<file path="config.mk">
export PLATFORM = sky130hd
export DESIGN_NAME = abs_master
export DESIGN_NICKNAME = d
export VERILOG_FILES = /design/src/logic/abs_pkg.sv /design/src/logic/abs_master.sv
export SDC_FILE = /design/constraint.sdc
export NUM_CORES = 1
export LEC_CHECK = 0
export ABC_AREA = 1
export BUFFER_PORTS_ARGS = -buffer_cell sky130_fd_sc_hd__buf_2
export CAP_MARGIN = 15
export CORE_MARGIN = 5
export CORE_UTILIZATION = 45
export DETAILED_ROUTE_END_ITERATION = 6
export PLACE_DENSITY = 0.79
export SETUP_SLACK_MARGIN = 0.05
export SLEW_MARGIN = 30
export SYNTH_ARGS = -nofsm -noshare
export SYNTH_HDL_FRONTEND = slang
export SYNTH_SLANG_ARGS = --single-unit
</file>
<file path="constraint.sdc">
create_clock -name clk -period 1.7 [get_ports clk]
set_input_delay 0.255 -clock clk [delete_from_list [all_inputs] [get_ports clk]]
set_output_delay 0.255 -clock clk [all_outputs]
set_load 0.02 [all_outputs]
</file>
<file path="src/logic/abs_pkg.sv">
// package: constants and carrier structs for the backplane bus master
package abs_pkg;
    localparam int ABS_DATA_W      = 16;
    localparam int ABS_ADDR_W      = 16;
    localparam int ABS_REPLY_WAIT  = 255;
    localparam logic [15:0] ABS_BANK_BASE = 16'he000;
    localparam logic [7:0]  ABS_SETUP_CYC = 8'h02;
    localparam logic [7:0]  ABS_TIMEOUT_CYC = 8'hff;

    typedef enum logic [1:0]
    {
        ABS_OP_READ  = 2'b00,
        ABS_OP_WRITE = 2'b01,
        ABS_OP_BYTE  = 2'b10,
        ABS_OP_VEC   = 2'b11
    } abs_op_e;

    typedef struct packed
    {
        abs_op_e     op;
        logic [15:0] addr;
        logic [15:0] wdata;
    } abs_req_s;

    typedef struct packed
    {
        logic [15:0] rdata;
        logic        timeout;
    } abs_rsp_s;

    typedef struct packed
    {
        logic sync_n;
        logic din_n;
        logic dout_n;
        logic wtbt_n;
        logic bs7_n;
        logic iak_n;
        logic init_n;
    } abs_ctl_s;
endpackage : abs_pkg

</file>
<file path="src/logic/abs_master.sv">
// bus master that drives the asynchronous multiplexed backplane bus
// Notes on behaviour
// - sixteen shared lines carry address then data, bit 0 least significant
// - master asserts address strobe with valid address and holds it all transfer
// - master asserts data-in under address strobe when ready, waits for reply
// - master answers a request with data-in plus interrupt acknowledge
// - master asserts byte control in address phase before an output cycle
// - master asserts byte control in data phase of a byte output
// - master asserts bank select for the upper 8K bank, held with strobe
`timescale 1ns/1ns
module abs_master
(
    input  wire logic                 clk,
    input  wire logic                 rst,
    input  wire logic                 req_valid,
    input  wire abs_pkg::abs_req_s    req,
    output logic                      req_ready,
    output logic                      rsp_valid,
    output abs_pkg::abs_rsp_s         rsp,
    input  wire logic                 irq_ack_enable,
    output logic                      irq_pending,
    output logic                      init_request_ack,
    input  wire logic                 init_request,
    input  wire logic [15:0]          bus_dal_n_in,
    output logic [15:0]               bus_dal_n_out,
    output logic [15:0]               bus_dal_oe,
    output abs_pkg::abs_ctl_s         bus_ctl,
    input  wire logic                 slave_reply_n,
    input  wire logic                 interrupt_request_line_n
);
    import abs_pkg::*;

    ////////////////////////////////////////////////////////////////////////
    typedef enum logic [2:0]
    {
        ABS_IDLE  = 3'b000,
        ABS_ADDR  = 3'b001,
        ABS_DATA  = 3'b010,
        ABS_WAIT  = 3'b011,
        ABS_END   = 3'b100,
        ABS_INIT  = 3'b101
    } abs_state_e;

    abs_state_e  state_ff;
    abs_state_e  nxt_state;
    abs_req_s    req_ff;
    logic [7:0]  cnt_ff;
    logic [7:0]  nxt_cnt;
    logic        reply_seen;
    logic        cnt_done;
    logic        is_write;
    logic        is_vec;
    logic        upper_bank;
    logic        start_ok;
    logic        addr_strobe_on;
    logic        bank_on;
    logic        byte_ctl_on;

    // lines are active low: asserted means electrical low
    assign reply_seen = ~slave_reply_n;
    assign cnt_done   = (cnt_ff == ABS_SETUP_CYC);
    assign is_write   = (req_ff.op == ABS_OP_WRITE) || (req_ff.op == ABS_OP_BYTE);
    assign is_vec     = (req_ff.op == ABS_OP_VEC);
    assign upper_bank = (req_ff.addr >= ABS_BANK_BASE);
    // a vector fetch is only started while a slave requests service
    assign start_ok   = req_valid && state_ff == ABS_IDLE &&
                        (req.op != ABS_OP_VEC || (irq_ack_enable && ~interrupt_request_line_n));
    // strobe trails the address by one cycle so a slave latches a settled value
    assign addr_strobe_on = (state_ff == ABS_ADDR && cnt_ff != 8'h00) ||
                            ((nxt_state == ABS_DATA || nxt_state == ABS_WAIT) &&
                             !is_vec && state_ff != ABS_IDLE);
    // bank select comes up with the address and drops with the strobe
    assign bank_on        = upper_bank && !is_vec && state_ff != ABS_IDLE &&
                            (nxt_state == ABS_ADDR || nxt_state == ABS_DATA ||
                             nxt_state == ABS_WAIT);
    // byte control marks any write in the address phase, only a byte write after
    assign byte_ctl_on    = (nxt_state == ABS_ADDR && is_write && state_ff != ABS_IDLE) ||
                            (req_ff.op == ABS_OP_BYTE && state_ff != ABS_IDLE &&
                             (nxt_state == ABS_DATA || nxt_state == ABS_WAIT));

    ////////////////////////////////////////////////////////////////////////
    always_comb
    begin
        nxt_state = state_ff;
        nxt_cnt   = cnt_ff + 8'h01;
        case (state_ff)
            ABS_IDLE:
            begin
                nxt_cnt = 8'h00;
                // init outranks a waiting request
                if (init_request)
                    nxt_state = ABS_INIT;
                else if (start_ok)
                    nxt_state = (req.op == ABS_OP_VEC) ? ABS_DATA : ABS_ADDR;
            end
            ABS_ADDR:
            begin
                if (cnt_done)
                begin
                    nxt_state = ABS_DATA;
                    nxt_cnt   = 8'h00;
                end
            end
            ABS_DATA:
            begin
                // data lines settle before the data strobe goes out
                if (cnt_done)
                begin
                    nxt_state = ABS_WAIT;
                    nxt_cnt   = 8'h00;
                end
            end
            ABS_WAIT:
            begin
                // a transfer completes on reply or on timeout; timeout avoids a hung bus
                if (reply_seen || cnt_ff == ABS_TIMEOUT_CYC)
                begin
                    nxt_state = ABS_END;
                    nxt_cnt   = 8'h00;
                end
            end
            ABS_END:
            begin
                // strobes dropped; wait for reply to be released
                // a reply stuck low must not hang the master, so the same limit applies
                if (!reply_seen || cnt_ff == ABS_TIMEOUT_CYC)
                    nxt_state = ABS_IDLE;
            end
            ABS_INIT:
            begin
                if (cnt_done)
                    nxt_state = ABS_IDLE;
            end
            default:
                nxt_state = ABS_IDLE;
        endcase
    end

    ////////////////////////////////////////////////////////////////////////
    always_ff @(posedge clk)
    begin
        if (rst)
        begin
            state_ff <= ABS_IDLE;
            cnt_ff   <= 8'h00;
            req_ff   <= '0;
        end
        else
        begin
            state_ff <= nxt_state;
            cnt_ff   <= nxt_cnt;
            if (start_ok && !init_request)
                req_ff <= req;
        end
    end

    // bus drive, all registered
    always_ff @(posedge clk)
    begin
        if (rst)
        begin
            bus_dal_n_out    <= 16'hffff;
            bus_dal_oe       <= 16'h0000;
            bus_ctl          <= '1;
            req_ready        <= 1'b0;
            rsp_valid        <= 1'b0;
            rsp              <= '0;
            irq_pending      <= 1'b0;
            init_request_ack <= 1'b0;
        end
        else
        begin
            irq_pending      <= ~interrupt_request_line_n;
            // ready stays low while an init is pending so no request slips in
            req_ready        <= (nxt_state == ABS_IDLE) && !init_request;
            rsp_valid        <= 1'b0;
            init_request_ack <= (state_ff == ABS_INIT) && cnt_done;
            bus_ctl.init_n   <= ~(nxt_state == ABS_INIT);
            // address goes out one cycle ahead of the strobe
            bus_ctl.sync_n   <= ~addr_strobe_on;
            bus_ctl.bs7_n    <= ~bank_on;
            bus_ctl.wtbt_n   <= ~byte_ctl_on;
            bus_ctl.din_n    <= ~(nxt_state == ABS_WAIT && !is_write);
            bus_ctl.iak_n    <= ~(nxt_state == ABS_WAIT && is_vec);
            bus_ctl.dout_n   <= ~(nxt_state == ABS_WAIT && is_write);
            // lines float for reads and vector fetches so the slave can drive them
            if (state_ff == ABS_ADDR)
            begin
                bus_dal_n_out <= ~req_ff.addr;
                bus_dal_oe    <= 16'hffff;
            end
            else if ((state_ff == ABS_DATA || state_ff == ABS_WAIT) && is_write)
            begin
                bus_dal_n_out <= ~req_ff.wdata;
                bus_dal_oe    <= 16'hffff;
            end
            else
            begin
                bus_dal_n_out <= 16'hffff;
                bus_dal_oe    <= 16'h0000;
            end
            if (state_ff == ABS_WAIT && nxt_state == ABS_END)
            begin
                rsp_valid     <= 1'b1;
                rsp.rdata     <= is_write ? 16'h0000 : ~bus_dal_n_in;
                rsp.timeout   <= !reply_seen;
            end
        end
    end
endmodule : abs_master

</file>
==> results.md, run 1 <==
| Item | Value | Unit |
| --- | --- | --- |
| Detail-routed net length per standard cell | 13.0 | um |
| Post-synthesis sequential area ratio | 49.6 | % |
| Type of origin of the critical path | register | - |
| Post-Synthesis Mean Instance Area | 7.83 | um^2 |
| Tcrit/Tclk final | 92.0 | % |
| Unique cell type count in the Yosys netlist | 32 | - |
| WP data arrival | 1.78 | ns |
| Aggregate global routing overflow | 0 | - |
| Most common library cell in the layout ignoring fill and taps | sky130_fd_sc_hd__buf_2 | - |
| Commonest non-fill, non-tap cells in the layout | sky130_fd_sc_hd__buf_2 (116), sky130_fd_sc_hd__dfxtp_1 (88), sky130_fd_sc_hd__nor2_1 (68) | - |
| Diodes inserted | 0 | - |
| Reg2reg path depth | 7 | - |
| Vertical extent of the die | 99.8 | um |
| Post-detailed-route DRC marker count | 0 | - |
| Synthesis-to-layout area growth | 24.7 | % |
| Fraction of registers with async set or reset after synthesis | 0 | % |
| GRT Resource Usage Total | 17.4 | % |
| Reg2reg setup slack | 0.14 | ns |
| Final setup margin | 0.135 | ns |
| Post-synthesis cell area | 3630 | um^2 |
| Starting DRT DRC Count | 130 | - |
| Hold wc startpoint | interrupt_request_line_n | - |
| Worst clock skew | 0.0123 | ns |
| Clock transition at the registers of the reported paths | 0.09 | ns |
| Final period demand of the worst path | 1.56 | ns |
| Worst slack at placement | 0.0761 | ns |
| Final hold viol count | 0 | - |
| Cell breakdown of the critical path | inv_1, ha_1, nand2_1, nor2_2, inv_1, o31ai_1, nand3_1 | - |
| Number of standard cells after synthesis | 464 | - |
| Element type at the critical path end | register | - |
| Final worst hold slack | 0.0673 | ns |
| Met2 track demand over resource | 30.3 | % |
| Relative max-transition margin | 70.2 | % |
| Cell at the root of the clock tree | sky130_fd_sc_hd__clkbuf_8 | - |
| Syn_nets | 526 | - |
| Count of flip-flops with a built-in enable after synthesis | 0 | - |
| Peak fanout along the critical path | 5 | - |
| Maximum root-to-sink buffer count | 2 | - |
| # clock sinks | 90 | - |
| Slew at the pin with the worst max-slew slack | 0.444 | ns |
| Max rail drop VDD | 0.000474 | V |
| H-tree Lvls | 3 | - |
| Relative contribution of the clock network to total power | 33.4 | % |
| Final core area utilization | 58.0 | % |
| Die outline width | 99.8 | um |
| Busiest grt layer | met2 | - |
| Number of top-level pins | 117 | - |
| Total setup violations reported at the end of the flow | 0 | - |
| Via count of the routed design | 3,276 | - |
| Hold Path Class | input pin to register | - |
| Share of Yosys cell area claimed by the top area cell type | 49.6 | % |
| Antenna-violating nets left | 0 | - |
| Worst path required time | 1.91 | ns |
| Max-slew violation count | 0 | - |
| Std-Cell Core Area | 7810 | um^2 |
| Synth area leader | sky130_fd_sc_hd__dfxtp_1 | - |
| Static power due to leakage | 2.06 | nW |
| Number of max-capacitance violations reported | 0 | - |
| Worst path slowest cell | sky130_fd_sc_hd__o31ai_1 | - |
| Critical path start-end classification | register to register | - |
| Initial core utilization | 46.5 | % |
| Number of global-route vias before repair | 3,180 | - |
| Met3 track demand over resource | 3.54 | % |
| Clock insertion delay at the later pin of the skew report | 0.36 | ns |
| Part of the total power dissipated in sequential elements | 49.1 | % |
| Logic gate share of total power | 17.5 | % |
| Number of antenna violations at the first check in global routing | 0 | - |
| Setup Buffers After CTS | 0 | - |
| First-pass DRT Iterations | 4 | - |
| Synth top area cells | sky130_fd_sc_hd__dfxtp_1 (50%), sky130_fd_sc_hd__nor2_1 (7.5%), sky130_fd_sc_hd__nand2_1 (7.1%) | - |
| Fill cell total of the finished layout | 703 | - |
| Met1 track demand over resource in global routing | 20.5 | % |
| Area enclosed by the die boundary | 9970 | um^2 |
| Switching share of power | 30.4 | % |
| RSZ-0062 raised after global routing | true | - |
| Synthesis Warnings | 0 | - |
| Clock tree from TritonCTS | done | - |
| Hold buffer count at cts | 0 | - |
| Total power of the final layout | 0.00465 | W |
| Register bit count reported by yosys | 90 | - |
| Library cell appearing most often on the critical path | sky130_fd_sc_hd__inv_1 | - |
| Total Routed Length | 8750 | um |
| Final #Nets | 630 | - |
| Cells on Worst Hold Path | 2 | - |
| Result of the run | finished clean | - |
| Most used flip-flop cell after synthesis | sky130_fd_sc_hd__dfxtp_1 | - |
| Detailed-placement wirelength estimate | 6240 | um |
| NetSw | 0.00142 | W |
| Endpoint, Worst Hold | irq_pending$_SDFF_PP0_ | - |
| Share of layout cells above drive strength 1 | 30.2 | % |
| First-pass GRT wire length | 14,100 | um |
| Max frequency | 639 | MHz |
| Via density per instance | 4.85 | - |
| Gpl congestion | 0.844 | - |
| Count of buffers from port buffering | 116 | - |
| Number of buffers inserted during clock tree synthesis | 9 | - |
| Total power density per cell area | 1030 | nW/um^2 |
| Largest net degree at the start of global routing | 32 | - |
| Design internal power | 0.00324 | W |
| Reg-to-Reg Start | cnt_ff[0]$_SDFF_PP0_ | - |
| FF-to-FF End | bus_ctl[4]$_SDFF_PP1_ | - |
| Number of rows in the core area | 32 | - |
| CP max stage delay | 0.40 | ns |
==> per-stage QoR <==
step                      instance area (um^2)  instances   TNS [ns]
after floorplan                           3630        464          0
after global placement                    4250        658          0
final                                     4530        675          0
after detailed placement                  4250        658          0
after global routing                      4530        675  -0.000862
after CTS                                 4470        674          0
==> sequential cells by signal, indices dropped and copies added, names as in the netlist, 3 cells and up <==
name           cells
bus_dal_n_out     16
req_ff            34
bus_ctl            7
cnt_ff             8
state_ff           3
rsp               17
==> area by class of cell <==
cell class,instances,area (um^2),area share (%)
flip-flops and latches,90,1800,39.9
multi-input cells,290,1480,32.8
repair buffers,129,716,15.8
inverters,48,180,3.98
well taps,102,128,2.82
clock buffers,9,124,2.74
clock inverters,7,92.6,2.05
==> power groups by stage <==
stage	Combinational, W	Clock [W]	Sequential [W]
final	0.000813	0.00156	0.00228
after global routing	0.000906	0.00171	0.00230
after CTS	0.000788	0.00159	0.00228
after detailed placement	0.000781	0	0.00233
after global placement	0.000765	0	0.00233
after floorplan	0.000517	0	0.00236
==> worst max-delay path: cells and delay by family (launching register included) <==
family	cells	cell delay, ns
simple gates	3	0.35
buf+inv	2	0.20
compound gates	1	0.40
fa+ha+maj	1	0.15
flops	1	0.33
==> layer usage <==
metal / part of all wire (%) / wire length (um)
met3: 5.6 / 493
met4: 2.2 / 189
met1: 42 / 3640
met2: 51 / 4420
met5: 0 / 0
==> synthesized netlist by cell type, types with 2 or more instances <==
cell type	count
sky130_fd_sc_hd__clkbuf_1	12
sky130_fd_sc_hd__ha_1	5
sky130_fd_sc_hd__nand2_1	69
sky130_fd_sc_hd__o21ai_0	36
sky130_fd_sc_hd__xor2_1	2
sky130_fd_sc_hd__nand3_2	2
sky130_fd_sc_hd__nand4_1	5
sky130_fd_sc_hd__buf_4	17
sky130_fd_sc_hd__a21oi_1	37
sky130_fd_sc_hd__nand2_2	2
sky130_fd_sc_hd__inv_2	4
sky130_fd_sc_hd__inv_1	43
sky130_fd_sc_hd__nand3_1	26
sky130_fd_sc_hd__dfxtp_1	90
sky130_fd_sc_hd__nor2_2	2
sky130_fd_sc_hd__nor2_1	73
sky130_fd_sc_hd__o211ai_1	18
sky130_fd_sc_hd__buf_6	2
sky130_fd_sc_hd__nor2_4	2
sky130_fd_sc_hd__buf_2	5
==> worst max-delay path by stage <==
stage | start | to | slack (ns) | cells after the start
4_1_cts | cnt_ff[1]$_SDFF_PP0_ | rsp[2]$_SDFFE_PP0P_ | 0.08 | 9
6_report | cnt_ff[0]$_SDFF_PP0_ | bus_ctl[4]$_SDFF_PP1_ | 0.14 | 7
2_1_floorplan | req_ff[32]$_SDFFE_PP0P_ | bus_dal_n_out[10]$_SDFF_PP1_ | 0.16 | 7
3_5_place_dp | cnt_ff[1]$_SDFF_PP0_ | req_ready$_SDFF_PP0_ | 0.08 | 9
5_1_grt | cnt_ff[0]$_SDFF_PP0_ | bus_ctl[4]$_SDFF_PP1_ | -0.0009 | 7
3_3_place_gp | cnt_ff[1]$_SDFF_PP0_ | req_ready$_SDFF_PP0_ | 0.11 | 9
==> what timing repair did <==
action / 4_1_cts / 5_1_grt
cloned: 0 / 1
endpoints found under the setup margin: 1 / 63
resized for setup: 1 / 16
pin swaps: 0 / 1
==> cells by family (layout without fill, tap and decap cells) <==
kind of cell / after synthesis / after routing / synth area share, %
buffers and inverters: 85 / 193 / 11.1
AO/OA/AOI/OAI: 94 / 94 / 14.6
adder cells (fa/ha/maj): 5 / 5 / 1.72
flip-flops: 90 / 90 / 49.6
XOR/XNOR: 3 / 3 / 0.724
AND/OR/NAND/NOR: 187 / 188 / 22.2
No activity file was read; power rests on OpenSTA's default activity.
==> run 2: changes to the inputs <==
Clock period 1.7 ns to 1.6 ns, I/O delays scaled along.
==> results.md, run 2 (synthesized netlist as in run 1, its figures left out) <==
| Item | Value | Unit | vs previous |
| --- | --- | --- | --- |
| Critical path start-end classification | register to register | - |  |
| Max rail drop VDD | 0.000523 | V | +10% |
| Max frequency | 655 | MHz | +2.5% |
| Design internal power | 0.00331 | W | +2.4% |
| Setup TNS after final layout | 0 | ns | unchanged |
| Antenna-violating nets left | 0 | - | unchanged |
| Cell at the root of the clock tree | sky130_fd_sc_hd__clkbuf_8 | - |  |
| Die outline width | 99.8 | um | unchanged |
| Tcrit/Tclk final | 95.4 | % | +3.4 points |
| Area enclosed by the die boundary | 9970 | um^2 | unchanged |
| Total power density per cell area | 1020 | nW/um^2 | -1.1% |
| Clock insertion delay at the later pin of the skew report | 0.36 | ns | about the same |
| Biggest registers after layout | req_ff: 34 flops, rsp: 17 flops, bus_dal_n_out: 16 flops | - |  |
| # clock sinks | 90 | - | unchanged |
| Final std cells w/o fill | 683 | - | +1.2% |
| Maximum root-to-sink buffer count | 2 | - | unchanged |
| Type of origin of the critical path | register | - |  |
| Final #Nets | 639 | - | +1.4% |
| First-pass GRT wire length | 14,000 | um | -0.63% |
| Total placed cells including tap cells | 659 | - | +0.15% |
| Register Area | 1810 | um^2 | +0.42% |
| Post-detailed-route DRC marker count | 0 | - | unchanged |
| Part of the total power dissipated in sequential elements | 51.2 | % | +2.1 points |
| Detail-routed net length per standard cell | 13.6 | um | +4.9% |
| Worst slack at placement | -0.102 | ns | -0.179 ns |
| Relative max-transition margin | 74.9 | % | +4.7 points |
| Register containing the most flip-flops in the final layout | req_ff | - |  |
| Total Routed Length | 9290 | um | +6.1% |
| Hold buffer count at cts | 0 | - | unchanged |
| Synthesis-to-layout area growth | 29.2 | % |  |
| H-tree Lvls | 3 | - | unchanged |
| Via density per instance | 4.96 | - | +2.3% |
| Gpl congestion | 0.853 | - | +1.1% |
| Share of layout cells above drive strength 1 | 33.4 | % | +3.2 points |
| Vertical extent of the die | 99.8 | um | unchanged |
| Starting DRT DRC Count | 205 | - | +58% |
| NetSw | 0.00146 | W | +2.7% |
| RSZ-0062 raised after global routing | true | - |  |
| Number of top-level pins | 117 | - | unchanged |
| Slew at the pin with the worst max-slew slack | 0.376 | ns | -0.0676 ns |
| Total setup violations reported at the end of the flow | 0 | - | unchanged |
| Logic gate share of total power | 20.3 | % | +2.8 points |
| Detailed-placement wirelength estimate | 6340 | um | +1.6% |
| WP data arrival | 1.81 | ns | +0.03 ns |
| Peak fanout along the critical path | 5 | - | unchanged |
| Worst path required time | 1.88 | ns | -0.03 ns |
| Relative contribution of the clock network to total power | 28.6 | % | -4.8 points |
| Final hold viol count | 0 | - | unchanged |
| Hold Path Class | input pin to register | - |  |
| Max FFs per register | 34 | - | unchanged |
| Number of rows in the core area | 32 | - | unchanged |
| Most common library cell in the layout ignoring fill and taps | sky130_fd_sc_hd__buf_2 | - |  |
| Largest net degree at the start of global routing | 32 | - | unchanged |
| Count of buffers from port buffering | 116 | - | unchanged |
| Area taken by multi-input logic gates | 1540 | um^2 | +3.9% |
| Element type at the critical path end | register | - |  |
| Commonest non-fill, non-tap cells in the layout | sky130_fd_sc_hd__buf_2 (116), sky130_fd_sc_hd__dfxtp_1 (86), sky130_fd_sc_hd__nor2_1 (68) | - |  |
| Number of buffers inserted during clock tree synthesis | 9 | - | unchanged |
| Number of global-route vias before repair | 3,149 | - | -0.97% |
| Static power due to leakage | 2.12 | nW | +2.8% |
| Result of the run | finished clean | - |  |
| Fill cell total of the finished layout | 683 | - | -2.8% |
| Switching share of power | 30.5 | % | +0.080 points |
| Max-slew violation count | 0 | - | unchanged |
| Std-Cell Core Area | 7810 | um^2 | unchanged |
| Via count of the routed design | 3,390 | - | +3.5% |
| Clock transition at the registers of the reported paths | 0.09 | ns | about the same |
| Number of max-capacitance violations reported | 0 | - | unchanged |
| Clock tree from TritonCTS | done | - |  |
| Aggregate global routing overflow | 0 | - | unchanged |
| Diodes inserted | 0 | - | unchanged |
| First-pass DRT Iterations | 4 | - | unchanged |
| GRT Resource Usage Total | 17.5 | % | +0.10 points |
| Final setup margin | 0.0733 | ns | -0.0619 ns |
| Final period demand of the worst path | 1.53 | ns | -0.0381 ns |
| Worst clock skew | 0.0170 | ns | +0.00465 ns |
| Initial core utilization | 46.5 | % | unchanged |
| Number of antenna violations at the first check in global routing | 0 | - | unchanged |
==> run 2: per-layer routing <==
metal	GRT usage, %	wire length (um)	vias to the layer above
met3	3.68	530	21
li1	-	-	1702
met2	30.3	4760	103
met1	20.5	3750	1564
met5	0	0	-
met4	8.51	248	0
==> run 2: power by group through the flow <==
stage	Sequential [W]	Combinational, W	Clock [W]
final	0.00244	0.000966	0.00136
after global routing	0.00245	0.00107	0.00151
after CTS	0.00243	0.000856	0.00139
after detailed placement	0.00248	0.000847	0
after global placement	0.00247	0.000828	0
after floorplan	0.00251	0.000549	0
==> run 2: critical path, cell delays in order (launching register included) <==
cell	delay [ns]
sky130_fd_sc_hd__dfxtp_4	0.39
sky130_fd_sc_hd__ha_4	0.14
sky130_fd_sc_hd__nand2_1	0.07
sky130_fd_sc_hd__nor2_2	0.16
sky130_fd_sc_hd__nand2_2	0.11
sky130_fd_sc_hd__nand3_4	0.12
sky130_fd_sc_hd__nand3_2	0.10
sky130_fd_sc_hd__nor2_4	0.14
sky130_fd_sc_hd__nand3_1	0.09
sky130_fd_sc_hd__nor2_1	0.13
==> run 2: cell type report <==
type | count | share of cell area (%)
Inverter | 48 | 3.89
Clock buffer | 10 | 2.72
Multi-Input combinational cell | 289 | 32.8
Timing Repair Buffer | 139 | 18.4
Tap cell | 102 | 2.72
Clock inverter | 5 | 0.827
Sequential cell | 90 | 38.6
==> run 2: worst paths after layout <==
kind | startpoint | depth (start not counted) | slack [ns] | endpoint
worst min register to register | req_ff[16]$_SDFFE_PP0P_ | 2 | 0.45 | req_ff[16]$_SDFFE_PP0P_
worst max-delay path | cnt_ff[1]$_SDFF_PP0_ | 9 | 0.07 | req_ready$_SDFF_PP0_
worst min-delay path | interrupt_request_line_n | 2 | 0.05 | irq_pending$_SDFF_PP0_
worst max register to register | cnt_ff[1]$_SDFF_PP0_ | 9 | 0.07 | req_ready$_SDFF_PP0_
==> run 2: stage by stage <==
| step | power, W | cell area (um^2) | hold WS, ns | utilization, % |
|---|---|---|---|---|
| 3_3_place_gp | 0.00330 | 4280 | 0.416 | 54.9 |
| 6_report | 0.00477 | 4690 | 0.0531 | 60.1 |
| 3_5_place_dp | 0.00332 | 4280 | 0.419 | 54.9 |
| 2_1_floorplan | 0.00306 | 3630 | 0.312 | - |
| 5_1_grt | 0.00503 | 4690 | 0.0331 | 60.1 |
| 4_1_cts | 0.00467 | 4470 | 0.0443 | 57.3 |
==> run 2: repair_timing <==
action,CTS,global route
gates resized for setup,7,37
cloned,0,3
setup endpoints to repair,31,73
hold endpoints to repair,0,0
buffers inserted,0,6
pin swaps,0,8
==> run 3: changes to the inputs <==
Settings changed: PLACE_DENSITY 0.79 to 0.81.
==> results.md, run 3 (synthesized netlist as in run 1, its figures left out) <==
| Item | Value | Unit | vs previous |
| --- | --- | --- | --- |
| Initial core utilization | 46.5 | % | unchanged |
| Critical path start-end classification | register to register | - |  |
| Cell at the root of the clock tree | sky130_fd_sc_hd__clkbuf_8 | - |  |
| Design internal power | 0.00327 | W | -1.2% |
| Diodes inserted | 0 | - | unchanged |
| Relative contribution of the clock network to total power | 30.4 | % | +1.8 points |
| Post-detailed-route DRC marker count | 0 | - | unchanged |
| Biggest registers after layout | req_ff: 34 flops, rsp: 17 flops, bus_dal_n_out: 16 flops | - |  |
| Total power of the final layout | 0.00475 | W | -0.28% |
| Cells on Worst Hold Path | 2 | - | unchanged |
| Setup TNS after final layout | 0 | ns | unchanged |
| Tcrit/Tclk final | 92.5 | % | -2.9 points |
| Clock transition at the registers of the reported paths | 0.09 | ns | about the same |
| Max-slew violation count | 0 | - | unchanged |
| Total Routed Length | 8760 | um | -5.7% |
| Hold buffer count at cts | 0 | - | unchanged |
| Slew at the pin with the worst max-slew slack | 0.424 | ns | +0.0482 ns |
| Final hold viol count | 0 | - | unchanged |
| Share of layout cells above drive strength 1 | 32.2 | % | -1.2 points |
| Final #Nets | 631 | - | -1.3% |
| Max FFs per register | 34 | - | unchanged |
| Area post-placement | 4260 | um^2 | -0.58% |
| Starting DRT DRC Count | 220 | - | +7.3% |
| Std-Cell Core Area | 7810 | um^2 | unchanged |
| Final design instance area without fill | 4560 | um^2 | -2.8% |
| Die outline width | 99.8 | um | unchanged |
| Peak fanout along the critical path | 3 | - | -2 |
| WP data arrival | 1.78 | ns | -0.03 ns |
| Final core area utilization | 58.4 | % | -1.7 points |
| Antenna-violating nets left | 0 | - | unchanged |
| H-tree Lvls | 3 | - | unchanged |
| First-pass GRT wire length | 14,200 | um | +1.1% |
| Aggregate global routing overflow | 0 | - | unchanged |
| RSZ-0062 raised after global routing | true | - |  |
| Relative max-transition margin | 71.7 | % | -3.2 points |
| Endpoint, Worst Hold | irq_pending$_SDFF_PP0_ | - |  |
| Part of the total power dissipated in sequential elements | 51.3 | % | about the same |
| Total setup violations reported at the end of the flow | 0 | - | unchanged |
| Hold wc startpoint | interrupt_request_line_n | - |  |
| Max frequency | 676 | MHz | +3.1% |
| Reg2reg path depth | 10 | - | +1 |
| Reg2reg setup slack | 0.12 | ns | +0.05 ns |
| Reg-to-Reg Start | cnt_ff[0]$_SDFF_PP0_ | - |  |
| GRT Resource Usage Total | 17.4 | % | -0.079 points |
| Detail-routed net length per standard cell | 13.0 | um | -4.7% |
| Hold Path Class | input pin to register | - |  |
| Gpl congestion | 0.856 | - | +0.30% |
| Switching share of power | 31.1 | % | +0.62 points |
| Final worst hold slack | 0.0606 | ns | +0.00743 ns |
| Synthesis-to-layout area growth | 25.5 | % |  |
| Largest net degree at the start of global routing | 35 | - | +9.4% |
| Clock insertion delay at the later pin of the skew report | 0.36 | ns | about the same |
| Count of buffers from port buffering | 116 | - | unchanged |
| Detailed-placement wirelength estimate | 6380 | um | +0.60% |
| FF-to-FF End | req_ready$_SDFF_PP0_ | - |  |
| Commonest non-fill, non-tap cells in the layout | sky130_fd_sc_hd__buf_2 (117), sky130_fd_sc_hd__dfxtp_1 (85), sky130_fd_sc_hd__nor2_1 (67) | - |  |
| Worst clock skew | 0.0177 | ns | +0.000785 ns |
| # clock sinks | 90 | - | unchanged |
| Register containing the most flip-flops in the final layout | req_ff | - |  |
| Element type at the critical path end | register | - |  |
| First-pass DRT Iterations | 4 | - | unchanged |
| Max rail drop VDD | 0.000549 | V | +5.1% |
| Clock tree from TritonCTS | done | - |  |
| Number of global-route vias before repair | 3,142 | - | -0.22% |
| Number of antenna violations at the first check in global routing | 0 | - | unchanged |
| Via count of the routed design | 3,318 | - | -2.1% |
| Logic gate share of total power | 18.3 | % | -2.0 points |
| Most common library cell in the layout ignoring fill and taps | sky130_fd_sc_hd__buf_2 | - |  |
| Maximum root-to-sink buffer count | 2 | - | unchanged |
| Worst path required time | 1.90 | ns | +0.02 ns |
| Number of max-capacitance violations reported | 0 | - | unchanged |
| Final period demand of the worst path | 1.48 | ns | -0.0463 ns |
| Type of origin of the critical path | register | - |  |
| Number of buffers inserted during clock tree synthesis | 9 | - | unchanged |
| Total power density per cell area | 1040 | nW/um^2 | +2.6% |
| Via density per instance | 4.91 | - | -1.1% |
| Result of the run | finished clean | - |  |
| NetSw | 0.00148 | W | +1.7% |
| Number of rows in the core area | 32 | - | unchanged |
| Vertical extent of the die | 99.8 | um | unchanged |
| Number of top-level pins | 117 | - | unchanged |
| Static power due to leakage | 2.06 | nW | -2.8% |
| Area enclosed by the die boundary | 9970 | um^2 | unchanged |
[run 3: cell types whose count changed in the layout (fill, tap and decap cells not counted), sizes merged]
cell | before | now
buf | 137 | 131
clkinvlp | 1 | 2
clkbuf | 12 | 10
[run 3: worst max path at each step]
stage,from,end
6_report,cnt_ff[0]$_SDFF_PP0_,req_ready$_SDFF_PP0_
4_1_cts,cnt_ff[0]$_SDFF_PP0_,bus_ctl[0]$_SDFF_PP1_
3_3_place_gp,cnt_ff[0]$_SDFF_PP0_,bus_ctl[5]$_SDFF_PP1_
2_1_floorplan,req_ff[32]$_SDFFE_PP0P_,bus_dal_n_out[10]$_SDFF_PP1_
5_1_grt,cnt_ff[0]$_SDFF_PP0_,bus_ctl[0]$_SDFF_PP1_
3_5_place_dp,cnt_ff[0]$_SDFF_PP0_,bus_ctl[0]$_SDFF_PP1_
[run 3: per-stage QoR]
| step | setup slack, ns | instances |
|---|---|---|
| 6_report | 0.120 | 676 |
| 2_1_floorplan | 0.0630 | 464 |
| 4_1_cts | 0.00872 | 675 |
| 3_3_place_gp | 0.0277 | 659 |
| 5_1_grt | 0.0304 | 676 |
| 3_5_place_dp | 0.0207 | 659 |
[run 3: worst max-delay path: stages, from the launching register on]
cell	delay, ns
sky130_fd_sc_hd__dfxtp_4	0.38
sky130_fd_sc_hd__inv_2	0.05
sky130_fd_sc_hd__ha_1	0.19
sky130_fd_sc_hd__nand2_1	0.08
sky130_fd_sc_hd__nor2_2	0.05
sky130_fd_sc_hd__buf_4	0.15
sky130_fd_sc_hd__a21oi_4	0.16
sky130_fd_sc_hd__nand2_1	0.08
sky130_fd_sc_hd__nor2_1	0.12
sky130_fd_sc_hd__nand3_1	0.08
sky130_fd_sc_hd__nor2_1	0.10
[run 3: timing repair]
action / CTS / global route
cloned: 0 / 1
resized for setup: 2 / 36
pin swaps: 0 / 7
setup endpoints to repair: 5 / 79
setup buffers: 0 / 0
[run 3: area by class of cell]
class                           instances  area, um^2
Sequential cell                        90        1810
Clock inverter                          6        57.6
Fill cell                             706        3250
Multi-Input combinational cell        289        1520
Timing Repair Buffer                  131         736
Tap cell                              102         128
Inverter                               48         180
Clock buffer                           10         128
[run 3: power by group through the flow]
| stage | Combinational (W) | Clock, W | Sequential, W |
|---|---|---|---|
| floorplan | 0.000549 | 0 | 0.00251 |
| global placement | 0.000805 | 0 | 0.00247 |
| detailed placement | 0.000825 | 0 | 0.00248 |
| CTS | 0.000829 | 0.00149 | 0.00243 |
| global route | 0.000974 | 0.00158 | 0.00245 |
| finish | 0.000872 | 0.00144 | 0.00244 |
[run 3: routing by layer]
layer,vias up,part of all wire (%),global-route usage [%]
li1,1691,-,-
met5,-,0,0
met4,0,1.9,6.83
met2,101,51,29.9
met3,15,6.4,4.38
met1,1511,40,20.8
